## src/verilog/ranging_pkg.sv

```systemverilog
// package: constants and types shared by the ranging code transmitter
package ranging_pkg;

  // code geometry
  localparam int SUB_BITS      = 53;
  localparam int MAX_SUB       = 4;
  localparam int MAX_LEN       = 212;
  localparam int CODES_PER_SET = 16;
  localparam int NUM_CODES     = 48;
  localparam int NUM_RNG_SYM   = 6;

  // sequence generator: 1 + x^4 + x^7 + x^15
  localparam int          PRBS_W     = 15;
  localparam int          PRBS_TAP_A = 14;
  localparam int          PRBS_TAP_B = 6;
  localparam int          PRBS_TAP_C = 3;
  localparam logic [14:0] PRBS_SEED  = 15'h5a3c;

  // frame symbols of a long ranging transmission
  localparam logic [3:0] LONG_SYM_FIRST  = 4'h0;
  localparam logic [3:0] LONG_SYM_SECOND = 4'h1;

  // arrival accuracy: percent of guard interval
  localparam logic [31:0] GUARD_PCT = 32'h0000_001e;
  localparam logic [31:0] PCT_SCALE = 32'h0000_0064;

  // register byte offsets
  localparam logic [7:0] OFF_CTRL    = 8'h00;
  localparam logic [7:0] OFF_CODE    = 8'h04;
  localparam logic [7:0] OFF_ALLOC   = 8'h08;
  localparam logic [7:0] OFF_SHORT   = 8'h0c;
  localparam logic [7:0] OFF_GUARD   = 8'h10;
  localparam logic [7:0] OFF_OFFSET  = 8'h14;
  localparam logic [7:0] OFF_STATUS  = 8'h18;
  localparam logic [7:0] OFF_ADVANCE = 8'h1c;

  // field positions
  localparam int CTRL_GO_BIT    = 0;
  localparam int CTRL_LONG_BIT  = 1;
  localparam int CTRL_BW_BIT    = 2;
  localparam int CTRL_OFDM_BIT  = 3;
  localparam int CODE_SEL_LSB   = 0;
  localparam int ALLOC_ENT_W    = 6;
  localparam int ALLOC_CNT_LSB  = 24;
  localparam int SHORT_SYM_LSB  = 0;
  localparam int SHORT_ENT_LSB  = 4;
  localparam int STAT_BUSY_BIT  = 0;
  localparam int STAT_SYNC_BIT  = 1;
  localparam int STAT_TOK_BIT   = 2;
  localparam int STAT_REJ_BIT   = 3;
  localparam int STAT_DONE_BIT  = 4;
  localparam int STAT_CODE_LSB  = 8;

  // reset values
  localparam logic [2:0]  RST_NSUB  = 3'h2;
  localparam logic [15:0] RST_GUARD = 16'h0040;

  typedef enum logic [1:0] {SET_INITIAL, SET_MAINT, SET_BWREQ} code_set_t;

  typedef struct packed {
    logic [7:0]  addr;
    logic [31:0] wdata;
    logic        wr;
    logic        rd;
  } reg_req_t;

  typedef struct packed {
    logic timing;
    logic freq;
    logic frame;
    logic stamp;
  } sync_t;

  typedef struct packed {
    logic       valid;
    logic       neg;
    logic       second;
    logic [5:0] subch;
    logic [5:0] carrier;
  } rng_sample_t;

endpackage

```

## src/verilog/ranging_prbs.sv

```systemverilog
// 15-stage ranging code sequence generator, one bit per step
`timescale 1ns/1ns
module ranging_prbs (
  // clock and reset
  input  wire logic i_ref_clk,
  input  wire logic i_reset,
  // control
  input  wire logic i_restart,
  input  wire logic i_step,
  // sequence output
  output logic      o_bit
);
  import ranging_pkg::*;

  logic [PRBS_W-1:0] state_reg;
  wire               feedback;

  assign feedback = state_reg[PRBS_TAP_A] ^ state_reg[PRBS_TAP_B] ^ state_reg[PRBS_TAP_C];
  assign o_bit    = state_reg[PRBS_TAP_A];

  always_ff @(posedge i_ref_clk) begin
    if (i_reset || i_restart) begin
      state_reg <= PRBS_SEED;
    end else if (i_step) begin
      state_reg <= {state_reg[PRBS_W-2:0], feedback};
    end
  end
endmodule

```

## src/verilog/ranging_tx.sv

```systemverilog
// ranging code generator and ranging transmission scheduler
`timescale 1ns/1ns
module ranging_tx (
  // clock and reset
  input  wire logic                     i_ref_clk,
  input  wire logic                     i_reset,
  // register port
  input  wire ranging_pkg::reg_req_t    i_reg,
  output logic [31:0]                   o_reg_rdata,
  // synchronisation state from the receiver
  input  wire ranging_pkg::sync_t       i_sync,
  // upstream frame timing
  input  wire logic                     i_sym_start,
  input  wire logic [3:0]               i_sym_num,
  // payload gate
  input  wire logic                     i_payload_req,
  output logic                          o_payload_en,
  // ranging carrier stream
  output ranging_pkg::rng_sample_t      o_sample,
  output logic                          o_phase_cont,
  // ofdm mapping burst request
  output logic                          o_burst_req,
  output logic                          o_ext_header,
  input  wire logic                     i_burst_ack,
  // transmit timing
  output logic signed [15:0]            o_tx_advance,
  output logic                          o_timing_ok
);
  import ranging_pkg::*;

  typedef enum logic [2:0] {ST_IDLE, ST_SKIP, ST_LOAD, ST_WAIT, ST_EMIT, ST_BURST} state_t;

  // code length for a number of subchannels
  function automatic logic [7:0] code_len(input logic [2:0] nsub);
    code_len = 8'(SUB_BITS * int'(nsub));
  endfunction

  // absolute value of a signed error
  function automatic logic [31:0] abs16(input logic signed [15:0] v);
    abs16 = v[15] ? 32'(-int'(v)) : 32'(int'(v));
  endfunction

  // configuration registers
  logic                 long_reg;
  logic                 bw_reg;
  logic                 ofdm_reg;
  logic [3:0]           code_sel_reg;
  logic [2:0]           nsub_reg;
  logic [5:0]           sub_list_reg [MAX_SUB];
  logic [2:0]           short_sym_reg;
  logic [1:0]           short_ent_reg;
  logic [15:0]          guard_reg;
  // timing state
  logic signed [15:0]   advance_reg;
  logic signed [15:0]   err_reg;
  logic                 timing_ok_reg;
  // sequencer state
  state_t               state_reg;
  state_t               state_next;
  logic [5:0]           code_idx_reg;
  logic [13:0]          skip_reg;
  logic [7:0]           len_reg;
  logic [7:0]           bit_reg;
  logic [5:0]           carrier_reg;
  logic [1:0]           chunk_reg;
  logic                 pass_reg;
  logic [MAX_LEN-1:0]   code_reg;
  logic                 reject_reg;
  logic                 done_reg;
  rng_sample_t          sample_reg;
  logic                 payload_en_reg;
  logic [31:0]          rdata_reg;

  // register decode
  wire        wr_ctrl   = i_reg.wr && (i_reg.addr == OFF_CTRL);
  wire        wr_code   = i_reg.wr && (i_reg.addr == OFF_CODE);
  wire        wr_alloc  = i_reg.wr && (i_reg.addr == OFF_ALLOC);
  wire        wr_short  = i_reg.wr && (i_reg.addr == OFF_SHORT);
  wire        wr_guard  = i_reg.wr && (i_reg.addr == OFF_GUARD);
  wire        wr_offset = i_reg.wr && (i_reg.addr == OFF_OFFSET);
  wire        go        = wr_ctrl && i_reg.wdata[CTRL_GO_BIT];
  wire        req_long  = i_reg.wdata[CTRL_LONG_BIT];
  wire        req_bw    = i_reg.wdata[CTRL_BW_BIT];
  wire        req_ofdm  = i_reg.wdata[CTRL_OFDM_BIT];
  wire        busy      = (state_reg != ST_IDLE);

  wire        synced    = i_sync.timing & i_sync.freq & i_sync.frame & i_sync.stamp;

  wire        alloc_bad = (nsub_reg == 3'h0) || (nsub_reg > 3'(MAX_SUB));
  wire        short_bad = ({1'b0, short_ent_reg} >= nsub_reg) ||
                          (short_sym_reg >= 3'(NUM_RNG_SYM));

  wire        reject    = busy ||
                          (!req_ofdm && alloc_bad) ||
                          (!req_ofdm && !req_long && (!synced || short_bad));

  wire code_set_t go_set = req_long ? SET_INITIAL : (req_bw ? SET_BWREQ : SET_MAINT);

  wire [5:0]  go_idx    = {go_set, code_sel_reg};

  wire [7:0]  go_len    = req_long ? code_len(nsub_reg) : code_len(3'h1);
  wire [13:0] go_skip   = 14'(int'(go_idx) * int'(code_len(nsub_reg)));
  wire        go_accept = go && !reject;

  // sequence generator drive
  wire        prbs_bit;
  wire        prbs_step = (state_reg == ST_SKIP) || (state_reg == ST_LOAD);
  wire        last_bit  = (bit_reg == len_reg - 8'h01);
  wire        last_car  = (carrier_reg == 6'(SUB_BITS - 1));
  wire [3:0]  target    = long_reg ? (pass_reg ? LONG_SYM_SECOND : LONG_SYM_FIRST)
                                   : {1'b0, short_sym_reg};
  wire        sym_hit   = i_sym_start && (i_sym_num == target);

  wire [1:0]  ent_sel   = long_reg ? chunk_reg : short_ent_reg;

  ranging_prbs u_prbs (
    .i_ref_clk (i_ref_clk),
    .i_reset   (i_reset),
    .i_restart (go_accept),
    .i_step    (prbs_step),
    .o_bit     (prbs_bit)
  );

  // configuration
  always_ff @(posedge i_ref_clk) begin
    if (i_reset) begin
      long_reg      <= 1'b0;
      bw_reg        <= 1'b0;
      ofdm_reg      <= 1'b0;
      code_sel_reg  <= 4'h0;
      nsub_reg      <= RST_NSUB;
      short_sym_reg <= 3'h0;
      short_ent_reg <= 2'h0;
      guard_reg     <= RST_GUARD;
    end else begin
      if (go_accept) begin
        long_reg <= req_long;
        bw_reg   <= req_bw;
        ofdm_reg <= req_ofdm;
      end
      if (wr_code) begin
        code_sel_reg <= i_reg.wdata[CODE_SEL_LSB +: 4];
      end
      // allocation frozen while a code is in flight
      if (wr_alloc && !busy) begin
        nsub_reg <= i_reg.wdata[ALLOC_CNT_LSB +: 3];
      end
      if (wr_short && !busy) begin
        short_sym_reg <= i_reg.wdata[SHORT_SYM_LSB +: 3];
        short_ent_reg <= i_reg.wdata[SHORT_ENT_LSB +: 2];
      end
      if (wr_guard) begin
        guard_reg <= i_reg.wdata[15:0];
      end
    end
  end

  // subchannel list
  always_ff @(posedge i_ref_clk) begin
    for (int i = 0; i < MAX_SUB; i++) begin
      if (i_reset) begin
        sub_list_reg[i] <= 6'(i);
      end else if (wr_alloc && !busy) begin
        sub_list_reg[i] <= i_reg.wdata[i*ALLOC_ENT_W +: ALLOC_ENT_W];
      end
    end
  end

  always_ff @(posedge i_ref_clk) begin
    if (i_reset) begin
      advance_reg   <= 16'sh0000;
      err_reg       <= 16'sh0000;
      timing_ok_reg <= 1'b0;
    end else if (wr_offset) begin
      err_reg       <= i_reg.wdata[15:0];
      advance_reg   <= advance_reg + $signed(i_reg.wdata[15:0]);
      timing_ok_reg <= (abs16(i_reg.wdata[15:0]) * PCT_SCALE) <=
                       (32'(guard_reg) * GUARD_PCT);
    end
  end

  // sequencer
  always_comb begin
    state_next = state_reg;
    case (state_reg)
      ST_IDLE:  state_next = !go_accept ? ST_IDLE : (req_ofdm ? ST_BURST :
                             ((go_skip == 14'h0000) ? ST_LOAD : ST_SKIP));
      ST_SKIP:  state_next = (skip_reg == 14'h0001) ? ST_LOAD : ST_SKIP;
      ST_LOAD:  state_next = last_bit ? ST_WAIT : ST_LOAD;
      ST_WAIT:  state_next = sym_hit ? ST_EMIT : ST_WAIT;
      ST_EMIT:  state_next = !last_bit ? ST_EMIT : ((long_reg && !pass_reg) ? ST_WAIT : ST_IDLE);
      ST_BURST: state_next = i_burst_ack ? ST_IDLE : ST_BURST;
      default:  state_next = ST_IDLE;
    endcase
  end

  always_ff @(posedge i_ref_clk) begin
    if (i_reset) begin
      state_reg <= ST_IDLE;
    end else begin
      state_reg <= state_next;
    end
  end

  // code index, skip count and bit walk
  always_ff @(posedge i_ref_clk) begin
    if (i_reset) begin
      code_idx_reg <= 6'h00;
      skip_reg     <= 14'h0000;
      len_reg      <= 8'h00;
      bit_reg      <= 8'h00;
      carrier_reg  <= 6'h00;
      chunk_reg    <= 2'h0;
      pass_reg     <= 1'b0;
    end else if (go_accept) begin
      code_idx_reg <= go_idx;
      // skip whole codes ahead of the chosen one
      skip_reg     <= go_skip;
      len_reg      <= go_len;
      bit_reg      <= 8'h00;
      pass_reg     <= 1'b0;
    end else begin
      case (state_reg)
        ST_SKIP: skip_reg <= skip_reg - 14'h0001;
        ST_LOAD: bit_reg <= last_bit ? 8'h00 : bit_reg + 8'h01;
        ST_WAIT: begin
          carrier_reg <= 6'h00;
          chunk_reg   <= 2'h0;
        end
        ST_EMIT: begin
          bit_reg     <= last_bit ? 8'h00 : bit_reg + 8'h01;
          carrier_reg <= last_car ? 6'h00 : carrier_reg + 6'h01;
          chunk_reg   <= last_car ? chunk_reg + 2'h1 : chunk_reg;
          if (last_bit) begin
            pass_reg <= 1'b1;
          end
        end
        default: pass_reg <= pass_reg;
      endcase
    end
  end

  // code capture; kept whole so the second long symbol repeats it exactly
  // one code per preamble
  always_ff @(posedge i_ref_clk) begin
    if (i_reset) begin
      code_reg <= '0;
    end else if (state_reg == ST_LOAD) begin
      code_reg[bit_reg] <= prbs_bit;
    end
  end

  // carrier stream
  always_ff @(posedge i_ref_clk) begin
    if (i_reset) begin
      sample_reg <= '0;
    end else if (state_reg == ST_EMIT) begin
      sample_reg.valid   <= 1'b1;
      sample_reg.neg     <= code_reg[bit_reg];
      sample_reg.second  <= pass_reg;
      sample_reg.subch   <= sub_list_reg[ent_sel];
      sample_reg.carrier <= carrier_reg;
    end else begin
      sample_reg <= '0;
    end
  end

  // status flags
  always_ff @(posedge i_ref_clk) begin
    if (i_reset) begin
      reject_reg <= 1'b0;
      done_reg   <= 1'b0;
    end else if (go) begin
      reject_reg <= reject;
      // a refused go must not hide a code that finishes in the same cycle
      done_reg   <= busy && (state_next == ST_IDLE);
    end else if (busy && state_next == ST_IDLE) begin
      done_reg <= 1'b1;
    end
  end

  always_ff @(posedge i_ref_clk) begin
    if (i_reset) begin
      payload_en_reg <= 1'b0;
    end else begin
      payload_en_reg <= synced && i_payload_req && (state_reg != ST_EMIT);
    end
  end

  // read data stands one cycle only
  always_ff @(posedge i_ref_clk) begin
    if (i_reset || !i_reg.rd) begin
      rdata_reg <= 32'h0000_0000;
    end else begin
      case (i_reg.addr)
        OFF_CTRL:    rdata_reg <= 32'({ofdm_reg, bw_reg, long_reg, 1'b0});
        OFF_CODE:    rdata_reg <= 32'(code_sel_reg);
        OFF_ALLOC:   rdata_reg <= {5'h00, nsub_reg, sub_list_reg[3], sub_list_reg[2],
                                   sub_list_reg[1], sub_list_reg[0]};
        OFF_SHORT:   rdata_reg <= 32'({short_ent_reg, 1'b0, short_sym_reg});
        OFF_GUARD:   rdata_reg <= 32'(guard_reg);
        OFF_OFFSET:  rdata_reg <= 32'(unsigned'(err_reg));
        OFF_STATUS:  rdata_reg <= 32'({code_idx_reg, 3'h0, done_reg, reject_reg,
                                       timing_ok_reg, synced, busy});
        OFF_ADVANCE: rdata_reg <= 32'(unsigned'(advance_reg));
        default:     rdata_reg <= 32'h0000_0000;
      endcase
    end
  end

  assign o_reg_rdata  = rdata_reg;
  assign o_payload_en = payload_en_reg;
  assign o_sample     = sample_reg;
  assign o_phase_cont = sample_reg.valid && sample_reg.second;
  assign o_burst_req  = (state_reg == ST_BURST);
  assign o_ext_header = (state_reg == ST_BURST);
  assign o_tx_advance = advance_reg;
  assign o_timing_ok  = timing_ok_reg;

endmodule
```

## config.mk

```make
export PLATFORM = sky130hd
export DESIGN_NAME = ranging_tx
export DESIGN_NICKNAME = d
export VERILOG_FILES = /design/src/verilog/ranging_pkg.sv /design/src/verilog/ranging_prbs.sv /design/src/verilog/ranging_tx.sv
export SDC_FILE = /design/constraint.sdc
export NUM_CORES = 1
export LEC_CHECK = 0
export BUFFER_PORTS_ARGS = -buffer_cell sky130_fd_sc_hd__buf_2
export CAP_MARGIN = 30
export CORE_MARGIN = 8
export CORE_UTILIZATION = 34
export DETAILED_ROUTE_END_ITERATION = 8
export PLACE_DENSITY = 0.48
export SLEW_MARGIN = 20
export SYNTH_ARGS = -nofsm -noshare
export SYNTH_HDL_FRONTEND = slang
export SYNTH_HIERARCHICAL = 1
export SYNTH_SLANG_ARGS = --single-unit
```

## constraint.sdc

```tcl
create_clock -name i_ref_clk -period 12.31 [get_ports i_ref_clk]
set_clock_uncertainty 0.05 [all_clocks]
set_input_delay 0.6155 -clock i_ref_clk [delete_from_list [all_inputs] [get_ports i_ref_clk]]
set_output_delay 0.6155 -clock i_ref_clk [all_outputs]
set_load 0.01 [all_outputs]
```

Word-level counts from Yosys, hierarchy flattened

Memory sizes are Yosys's and may differ from the RTL's.
Cells that the tools add are included.

Register bits: 389
Latch bits: 0
Memory bits (writable): 24
ROM bits: 0
Output and inout port bits: 68
Logic and storage cells: 169
Memories: 1

Memory list:

| memory       | depth | width | rd ports | clocked after memory_dff | write ports | line             | text |
|---|---|---|---|---|---|---|---|
| sub_list_reg | 4     | 6     | 5        | 0                        | 4           | ranging_tx.sv:49 | `logic [5:0] sub_list_reg [MAX_SUB];` |

$add $sub $neg: 7
Multiply operators: 4
Div/mod/pow operators: 0
$lt $le $gt $ge: 6
Eq/ne operators: 18
Shift-type cells: 0
Muxes and demuxes: 42
Bitwise gates (word level): 11
Reductions and logical operators: 50

Operators with widths:

| cell                  | count |
|---|---|
| $pmux 27 s8           | 1 |
| $bwmux 212            | 1 |
| $eq 8x5->1 const B    | 4 |
| $le 32x21->1          | 1 |
| $mul 32x5->30 const B | 1 |
| $mux 32               | 1 |
| $neg 16->32           | 1 |
| $mux 6                | 5 |
| $mux 14               | 2 |
| $logic_and 1x1->1     | 20 |
| $mul 16x4->20 const B | 1 |
| $mux 3                | 6 |
| $pmux 3 s6            | 1 |
| $add 16x16->16        | 1 |
| $eq 8x4->1 const B    | 2 |
| $mux 8                | 2 |
| $mux 15               | 1 |
| $eq 14x1->1 const B   | 1 |
| $logic_not 14->1      | 1 |
| $mul 6x8->14          | 1 |
| $mux 2                | 7 |
| $sub 14x1->14 const B | 1 |
| $pmux 6 s2            | 1 |
| $mux 1                | 11 |
| 35 further kinds      | 64 |

Longest topological paths before layout

Gate-level depths: netlist (run 1).

Word-level depth: 15
Gate-level depth with buffers: 29
Mapped depth without buffers: 28

By module

Netlist (run 1), hierarchy kept.

By module, submodules not included:

| module       | times used | cells each | area an instance (um^2) |
|---|---|---|---|
| ranging_tx   | 1          | 2,927      | 25,182.9 |
| ranging_prbs | 1          | 51         | 563.0 |

Least setup slack after synthesis (run 1)

Ideal clock, no wire load.

Kind: input to register
Start: in i_reg[3] in the netlist's numbering
End: reg timing_ok_reg, in the netlist o_timing_ok
Library setup time: 0.120 ns
Arrival time: 6.150 ns
Data required time: 12.140 ns
Path slack: 5.990 ns
Cell stages on the path: 27
Path through: clkbuf_1 or2_2 clkbuf_1 o41ai_1 xnor2_1 ha_1 ha_1 inv_1 fa_1 inv_1 ha_1 nand2_1 or4b_2 o221ai_1 nand2b_1 a21o_1 a21o_1 xor2_1 ha_1 nand3_1 nor3_1 nand3_1 or4_1 a21oi_1 nor4_2 nand4_1 o31ai_1

Word-level cells in the longest chain between the ends: 4

Ends and longest elaborated chain:

| what                   | line              | text |
|---|---|---|
| start: declaration     | ranging_tx.sv:8   | `input wire ranging_pkg::reg_req_t i_reg,` |
| $neg 16->32            | ranging_tx.sv:40  | `abs16 = v[15] ? 32'(-int'(v)) : 32'(int'(v));` |
| $mux 32 *              | ranging_tx.sv:40  |  |
| $mul 32x5->30 *        | ranging_tx.sv:177 | `timing_ok_reg <= (abs16(i_reg.wdata[15:0]) * PCT_SCALE) <=` |
| $le 32x21->1 *         | ranging_tx.sv:177 |  |
| end signal: assignment | ranging_tx.sv:177 |  |
| end: declaration       | ranging_tx.sv:56  | `logic timing_ok_reg;` |

Every way passes the cells marked *; elsewhere a longest branch is shown, timed or not.
A chain may end at the register's enable or synchronous reset.

Final worst setup path (run 1)

Same ends and word-level chain as after synthesis.

==> results of run 1 <==
through the flow:
stage	instances	util	hold slack (ns)	power, mW
after global placement	3911	0.358	0.387	2.06
after CTS	4003	0.378	0.144	3.42
final	4008	0.379	0.174	3.41
after global routing	4007	0.379	0.155	3.60
after floorplan	3013	-	0.375	1.92
after detailed placement	3920	0.359	0.396	2.07
critical path, stage by stage:
cell      delay [ns]
buf_2           0.37
inv_1           0.32
ha_1            0.28
nand2b_1        0.12
o41ai_1         0.09
xnor2_1         0.43
ha_1            0.32
ha_1            0.28
inv_1           0.05
fa_1            0.53
inv_1           0.04
ha_1            0.36
nand2_1         0.11
or4b_2          0.58
o221ai_1        0.34
nand2b_1        0.10
a21o_1          0.21
a21o_1          0.16
xor2_1          0.14
ha_1            0.30
nand3_1         0.09
nor3_1          0.38
nand3_1         0.16
or4_1           0.42
a21oi_1         0.27
nor4_2          0.08
nand4_1         0.10
o31ai_1         0.08
power breakdown:
part / internal, mW / total (mW) / switching, mW
Clock: 0.749 / 1.34 / 0.595
Sequential: 1.33 / 1.34 / 0.00334
Combinational: 0.295 / 0.726 / 0.431
routing by layer:
layer | track usage | up-vias | wire [um] | part of all wire
met2 | 0.301 | 576 | 37100 | 0.47
met3 | 0.0281 | 112 | 4020 | 0.051
met1 | 0.246 | 10817 | 36200 | 0.46
met5 | 0 | - | 0 | 0
li1 | - | 10478 | - | -
met4 | 0.0511 | 0 | 1800 | 0.023
area by class of cell:
class | instances | area [um2]
multi-input cells | 2202 | 15900
well taps | 978 | 1220
fillers | 7629 | 46800
clock buffers | 68 | 1330
clock inverters | 15 | 125
inverters | 180 | 676
diodes | 1 | 2.50
repair buffers | 156 | 918
flip-flops and latches | 408 | 8420
logic make-up after synthesis:
kind of cell,after synthesis,synth area share
buffers and inverters,403,0.0613
other,2,0.000292
AOI/OAI and AO/OA,716,0.158
adders and majority gates,254,0.146
muxes,140,0.0915
and+or+nand+nor,953,0.181
xor gates and xnor gates,102,0.0353
DFF,408,0.327
layout by cell type (no fill, tap or decap), types with 16 or more instances in the layout:
cell / count
xor2_1: 43
nand2_1: 233
a31oi_1: 16
xnor2_1: 58
o21ai_0: 222
fa_1: 79
a211oi_1: 25
buf_2: 112
edfxtp_1: 24
nor3_1: 36
conb_1: 37
clkbuf_16: 47
nor2_1: 167
dfxtp_1: 381
mux4_2: 76
a21oi_1: 323
mux2i_1: 61
and3_1: 35
buf_4: 42
nand2b_1: 35
nand3_1: 270
nor2b_1: 36
a22oi_1: 29
and2_1: 64
ha_1: 175
inv_1: 179
synthesized netlist by cell type (5+ instances only):
cell type | n | area, um2
dfxtp_1 | 384 | 7690
a21oi_1 | 323 | 1620
nand3_1 | 270 | 1350
nand2_1 | 233 | 875
o21ai_0 | 222 | 1110
clkbuf_1 | 193 | 724
inv_1 | 179 | 672
ha_1 | 175 | 2190
nor2_1 | 170 | 638
fa_1 | 79 | 1580
mux4_2 | 76 | 1710
and2_1 | 64 | 400
mux2i_1 | 61 | 611
xnor2_1 | 58 | 508
xor2_1 | 43 | 377
nor3_1 | 38 | 190
nor2b_1 | 36 | 225
and3_1 | 35 | 219
nand2b_1 | 35 | 219
a22oi_1 | 29 | 218
a211oi_1 | 25 | 188
edfxtp_1 | 24 | 721
a31oi_1 | 16 | 100
a21o_1 | 15 | 113
buf_1 | 13 | 48.8
nor4_1 | 12 | 75.1
buf_4 | 10 | 75.1
nand4_1 | 10 | 62.6
or3_1 | 9 | 56.3
a311oi_1 | 8 | 70.1
o211ai_1 | 7 | 52.6
o21a_1 | 7 | 52.6
or2_2 | 7 | 43.8
a21boi_0 | 6 | 45.0
o31ai_1 | 6 | 45.0
or4_1 | 6 | 45.0
nor3b_1 | 5 | 37.5
o2111ai_1 | 5 | 43.8
o21bai_1 | 5 | 37.5
worst max path at each step:
stage | from | end | slack [ns] | depth (start not counted)
floorplan | i_reg[3] | o_timing_ok | 5.99 | 27
global placement | i_reg[3] | o_timing_ok | 4.80 | 28
detailed placement | i_reg[3] | o_timing_ok | 4.81 | 28
CTS | i_reg[3] | o_timing_ok | 5.39 | 28
global route | i_reg[3] | o_timing_ok | 4.99 | 28
finish | i_reg[3] | o_timing_ok | 5.35 | 28
==> impl_metrics.yaml, run 1 <==
outcome:
  status: "finished clean"
setup_path:
  timing.rr.start: "nsub_reg[0]"
  worstPathArrival_ns: 7.35
  crit_fanout: 18
  r2r_slack_ns: 5.59
  rr_worst_depth: 20
  crit_path_start_kind: "input pin"
  crit_required_ns: 12.70
  r2r_end: "state_reg[1]"
  critPathKind: "in -> reg"
  endpoint_kind: "flop"
place:
  dpl-instance-area_um2: 27100
  gp_congestion: 0.860
  dp_slack_ns: 4.81
  port-buffer-count: 112
  dp_hpwl_um: 57100
cts:
  cts_resized: 0
  cts_sinks: 408
  insertion_delay_ns: 0.60
  cts_buffers: 47
  cts_tree: "built"
  clk_path_buf_depth: 3
  htree_levels: 2
  postCtsSetupRepairBufs: 0
  ctsHoldBuffers: 0
  clkTransAtPathRegs_ns: 0.06
  cts-root-buf: "clkbuf_16"
route:
  wirelength_um: 79100
  avgViaCountPerCell: 5.48
  detail-route-antenna-nets: 0
  firstDrtPassIters: 6
  drc: 0
  vias: 21983
  drt_iter0_markers: 1572
  wl_per_cell_um: 19.7
grt:
  grt_start_max_net_pins: 103
  grt_use_total: 0.182
  grt_pass1_wl_um: 125000
  grt.overflow.total: 0
  antenna_found_initial: 1
  grt_pass1_vias: 21890
timing:
  fin_setup_tns_ns: 0
  setup_slack_ns: 5.35
  max_freq_ghz: 0.144
  relSlewSlack: 0.339
  slew_viol_final: 0
  worst_pin_slew_ns: 0.992
  setup_viol: 0
  min_period_ns: 6.96
  grt_setup_unrepaired: "no"
  period_share: 0.566
  finalHoldViolCount: 0
synthesis:
  synthCells: 2978
  synth-main-ff-cell: "dfxtp_1"
  async_reset_ff_frac: 0
  seq_area_frac_synth: 0.327
  syn_avg_cell_area_um2: 8.65
  ys_warn_count: 6
  synth_cell_types: 78
  synth_area_um2: 25700
  synth-seq-cells: 408
  synth_edf_count: 24
floorplan:
  die_w_um: 291
  row_count: 101
  die-area_um2: 84800
  core_um2: 75400
  initial_core_util: 0.341
  die_h_um: 291
  ios: 123
finish:
  drive_gt1_frac: 0.107
  post-route-cell-area_um2: 28600
  nets: 3304
  syn2layout_area_growth_pct: 11.1
  largest_reg_flops: 212
worst_hold_path:
  whs_path_depth: 2
  min-delay-path-class: "in -> reg"
  worstHoldEndpoint: "nsub_reg[2]"
  holdCritStartpoint: "i_reg[28]"
power_and_ir_drop:
  power_density_nw_per_um2: 119
  ir_drop_mv: 0.104
  p_leak_nw: 11.2
job:
  drv_cap: 0
Note: power is estimated with default switching activity, not from simulation.
==> run 2: changes to the inputs <==
Settings changed: PLACE_DENSITY 0.48 to 0.5.
Clock period 12.31 ns to 5.8 ns, I/O delays scaled along.
==> impl_metrics.yaml, run 2 (same netlist as run 1, synthesis figures left out) <==
outcome:
  status: "finished clean"
finish:
  largest_reg_flops: 212
  syn2layout_area_growth_pct: 15.1
  multiInputGateArea_um2: 16000
  drive_gt1_frac: 0.137
  nets: 3404
  fillers: 7557
  final_common_cell: "dfxtp_1"
  post-route-cell-area_um2: 29600
  mostFrequentLayoutCells: "dfxtp_1, a21oi_1, nand3_1"
  seqCellArea_um2: 8420
setup_path:
  crit_fanout: 7
  slowest_delay_ns: 0.55
  crit_required_ns: 6.25
  crit_path_start_kind: "flop"
  critPathKind: "reg -> reg"
  worstPathArrival_ns: 5.99
  endpoint_kind: "flop"
  cpMaxStageDelayCell: "fa_1"
  path_cells: "ha_1, buf_4, and3_1, o21ai_0, xor2_1, buf_4, buf_4, nor2b_1, fa_1, fa_1, inv_1, fa_1, inv_1, ha_1, or2_2, a21oi_2, nor2_1, xnor2_1, nand2_1, or4_4, o31ai_2"
  cp_top_family: "adder cells"
  critPathBufInv: 5
timing:
  slew_viol_final: 0
  relSlewSlack: 0.371
  finalHoldViolCount: 0
  period_share: 0.954
  grt_setup_unrepaired: "yes"
  setup_viol: 0
  min_period_ns: 5.53
  max_freq_ghz: 0.181
  whs_ns: 0.0272
  worst_pin_slew_ns: 0.941
  fin_setup_tns_ns: 0
cts:
  insertion_delay_ns: 0.59
  cts_tree: "built"
  clkTransAtPathRegs_ns: 0.06
  clk_path_buf_depth: 3
  cts-root-buf: "clkbuf_16"
  htree_levels: 2
  cts_buffers: 48
  cts_sinks: 408
floorplan:
  die-area_um2: 84800
  row_count: 101
  core_um2: 75400
  die_h_um: 291
  die_w_um: 291
  initial_core_util: 0.341
  ios: 123
grt:
  grt.overflow.total: 0
  grt_use_total: 0.183
  grt_pass1_wl_um: 127000
  grt_start_max_net_pins: 156
  antenna_found_initial: 2
  grt_pass1_vias: 22093
route:
  drc: 0
  drt_iter0_markers: 1764
  firstDrtPassIters: 6
  avgViaCountPerCell: 5.42
  wl_per_cell_um: 19.5
  detail-route-antenna-nets: 0
  vias: 22271
  wirelength_um: 80200
place:
  dpl-instance-area_um2: 27800
  gp_congestion: 0.881
  port-buffer-count: 112
  dp_hpwl_um: 58500
power_and_ir_drop:
  ir_drop_mv: 0.245
  total_power_mw: 7.54
  p_leak_nw: 11.8
  power_density_nw_per_um2: 255
job:
  drv_cap: 0
worst_hold_path:
  min-delay-path-class: "in -> reg"
## run 2: layer usage
metal / track usage / wire [um] / vias up
li1: - / - / 10662
met1: 0.242 / 35800 / 10869
met2: 0.306 / 37700 / 625
met3: 0.0308 / 4520 / 113
met4: 0.0526 / 2120 / 2
met5: 0 / 11 / -
## run 2: tightest hold or removal path, cell delays in order
cell     delay, ns
buf_2         0.18
nand2_1       0.09
a21oi_1       0.05
## run 2: timing repair
| action | in CTS | in global routing |
|---|---|---|
| buffers inserted | 0 | 3 |
| endpoints found under the hold margin | 19 | 0 |
| resized for setup | 1 | 17 |
| hold buffers | 18 | 0 |
| pin swaps | 0 | 7 |
| setup endpoints to repair | 1 | 3 |
## run 2: metrics by stage
step | worst slack [ns] | util | instances
3_3_place_gp | -0.235 | 0.367 | 3992
6_report | 0.265 | 0.393 | 4111
2_1_floorplan | 0.0921 | - | 3013
3_5_place_dp | -0.371 | 0.368 | 3999
5_1_grt | -0.0189 | 0.393 | 4109
4_1_cts | 0.0282 | 0.391 | 4103
## run 2: path summary, 6_finish.rpt
| kind | start | endpoint | slack, ns | cells past startpoint |
|---|---|---|---|---|
| worst max-delay path | nsub_reg[0] | state_reg[1] | 0.27 | 21 |
| worst min-delay path | i_reg[12] | guard_reg[10] | 0.03 | 3 |
| worst max register to register | nsub_reg[0] | state_reg[1] | 0.27 | 21 |
| worst min register to register | reject_reg | reject_reg | 0.40 | 2 |
## run 2: layout make-up
class	instances	area share
inverters	180	0.0228
flip-flops and latches	408	0.284
multi-input cells	2202	0.540
repair buffers	255	0.0591
clock inverters	9	0.00346
clock buffers	77	0.0489
diodes	2	0.000169
well taps	978	0.0413
## run 2: report_power, final
group / switching (mW) / internal (mW) / total (mW)
Combinational: 0.948 / 0.756 / 1.70
Sequential: 0.00768 / 2.83 / 2.84
Clock: 1.28 / 1.72 / 3.00
Total: 2.24 / 5.31 / 7.54
==> run 3: changes to the inputs <==
Settings changed: RECOVER_POWER set to 100.
==> impl_metrics.yaml, run 3 (same netlist as run 1, synthesis figures left out) <==
route:
  wirelength_um: 80300
  detail-route-antenna-nets: 0
  drc: 0
  met1_length_um: 36100
  firstDrtPassIters: 5
  wl_per_cell_um: 19.5
  avgViaCountPerCell: 5.42
  wl_met3_um: 4270
  wl_met2_um: 37900
  vias: 22289
  highest_layer: "met5"
  drt_iter0_markers: 1653
cts:
  insertion_delay_ns: 0.59
  htree_levels: 2
  cts_buffers: 48
  cts-root-buf: "clkbuf_16"
  clk_path_buf_depth: 3
  cts_tree: "built"
  clkTransAtPathRegs_ns: 0.06
  cts_sinks: 408
timing:
  setup_viol: 0
  finalHoldViolCount: 0
  relSlewSlack: -0.367
  slew_viol_final: 93
  max_freq_ghz: 0.181
  period_share: 0.953
  setup_slack_ns: 0.273
  whs_ns: 0.0242
  grt_setup_unrepaired: "yes"
  min_period_ns: 5.53
  worst_pin_slew_ns: 2.05
setup_path:
  crit_required_ns: 6.26
  crit_path_start_kind: "flop"
  critPathKind: "reg -> reg"
  endpoint_kind: "flop"
  crit_fanout: 7
  worstPathArrival_ns: 5.98
floorplan:
  row_count: 101
  ios: 123
  core_um2: 75400
  die_w_um: 291
  die-area_um2: 84800
  initial_core_util: 0.341
  die_h_um: 291
place:
  dpl-instance-area_um2: 27800
  dp_hpwl_um: 58500
  dp_slack_ns: -0.371
  port-buffer-count: 112
  gp_congestion: 0.881
grt:
  grt_pass1_vias: 22093
  grt_use_total: 0.183
  grt_start_max_net_pins: 156
  grt.overflow.total: 0
  antenna_found_initial: 2
  grt_pass1_wl_um: 127000
finish:
  drive_gt1_frac: 0.112
  mostFrequentLayoutCells: "dfxtp_1, a21oi_1, nand3_1"
  post-route-cell-area_um2: 29500
  final_common_cell: "dfxtp_1"
  largest_reg_flops: 212
  utilization: 0.391
  syn2layout_area_growth_pct: 14.6
  nets: 3404
outcome:
  status: "finished, violations left"
  violations: "max-capacitance violations, max-slew violations"
job:
  drv_cap: 3
worst_hold_path:
  min-delay-path-class: "in -> reg"
power_and_ir_drop:
  p_leak_nw: 11.4
  ir_drop_mv: 0.244
  power_density_nw_per_um2: 256
==> run 3: where the power goes <==
part           switching (mW)  leakage [nW]  internal, mW
logic                   0.947          7.36         0.755
registers             0.00775          3.33          2.83
clock network            1.28         0.758          1.72
total                    2.23          11.4          5.31
==> run 3: through the flow <==
step                      setup TNS [ns]  power [mW]  instances
final                                  0        7.54       4111
after global routing             -0.0301        7.96       4109
after CTS                              0        7.55       4103
after detailed placement          -0.371        4.51       3999
after global placement            -0.235        4.49       3992
after floorplan                        0        4.09       3013
==> run 3: layout make-up <==
class	count	area, um2
timing repair buffer	255	1630
tap	978	1220
antenna	2	5.00
inverter	180	676
multi-input combinational	2202	16000
clock buffer	77	1450
clock inverter	9	103
sequential	408	8420
fill	7602	45900
==> run 3: worst paths after layout <==
path               startpoint             to  slack, ns  depth (start not counted)
setup / recovery  nsub_reg[0]   state_reg[1]       0.27                         21
hold / removal      i_reg[12]  guard_reg[10]       0.02                          3
setup reg to reg  nsub_reg[0]   state_reg[1]       0.27                         21
hold reg to reg    err_reg[3]     err_reg[3]       0.41                          2
==> run 3: critical path: stages, from the launching register on <==
cell	delay [ns]
dfxtp_1	0.34
ha_1	0.32
buf_4	0.17
and3_1	0.18
o21ai_0	0.19
xor2_1	0.22
buf_4	0.15
buf_4	0.13
nor2b_1	0.06
fa_1	0.47
fa_1	0.55
inv_1	0.06
fa_1	0.53
inv_1	0.04
ha_1	0.31
or2_2	0.34
a21oi_2	0.17
nor2_1	0.06
xnor2_1	0.22
nand2_1	0.08
or4_4	0.55
o31ai_2	0.23
==> run 3: metal layers <==
layer  vias to the layer above  GRT usage
met5                         -          0
met4                         2     0.0526
met3                       110     0.0308
met2                       619      0.306
met1                     10889      0.242
li1                      10669          -
==> run 3: timing repair <==
item                                    in CTS  in global routing
hold buffers                                18                  0
pin swaps                                    0                  7
buffers inserted                             0                  3
endpoints found under the hold margin       19                  0
resized for setup                            1                 17
endpoints found under the setup margin       1                  3
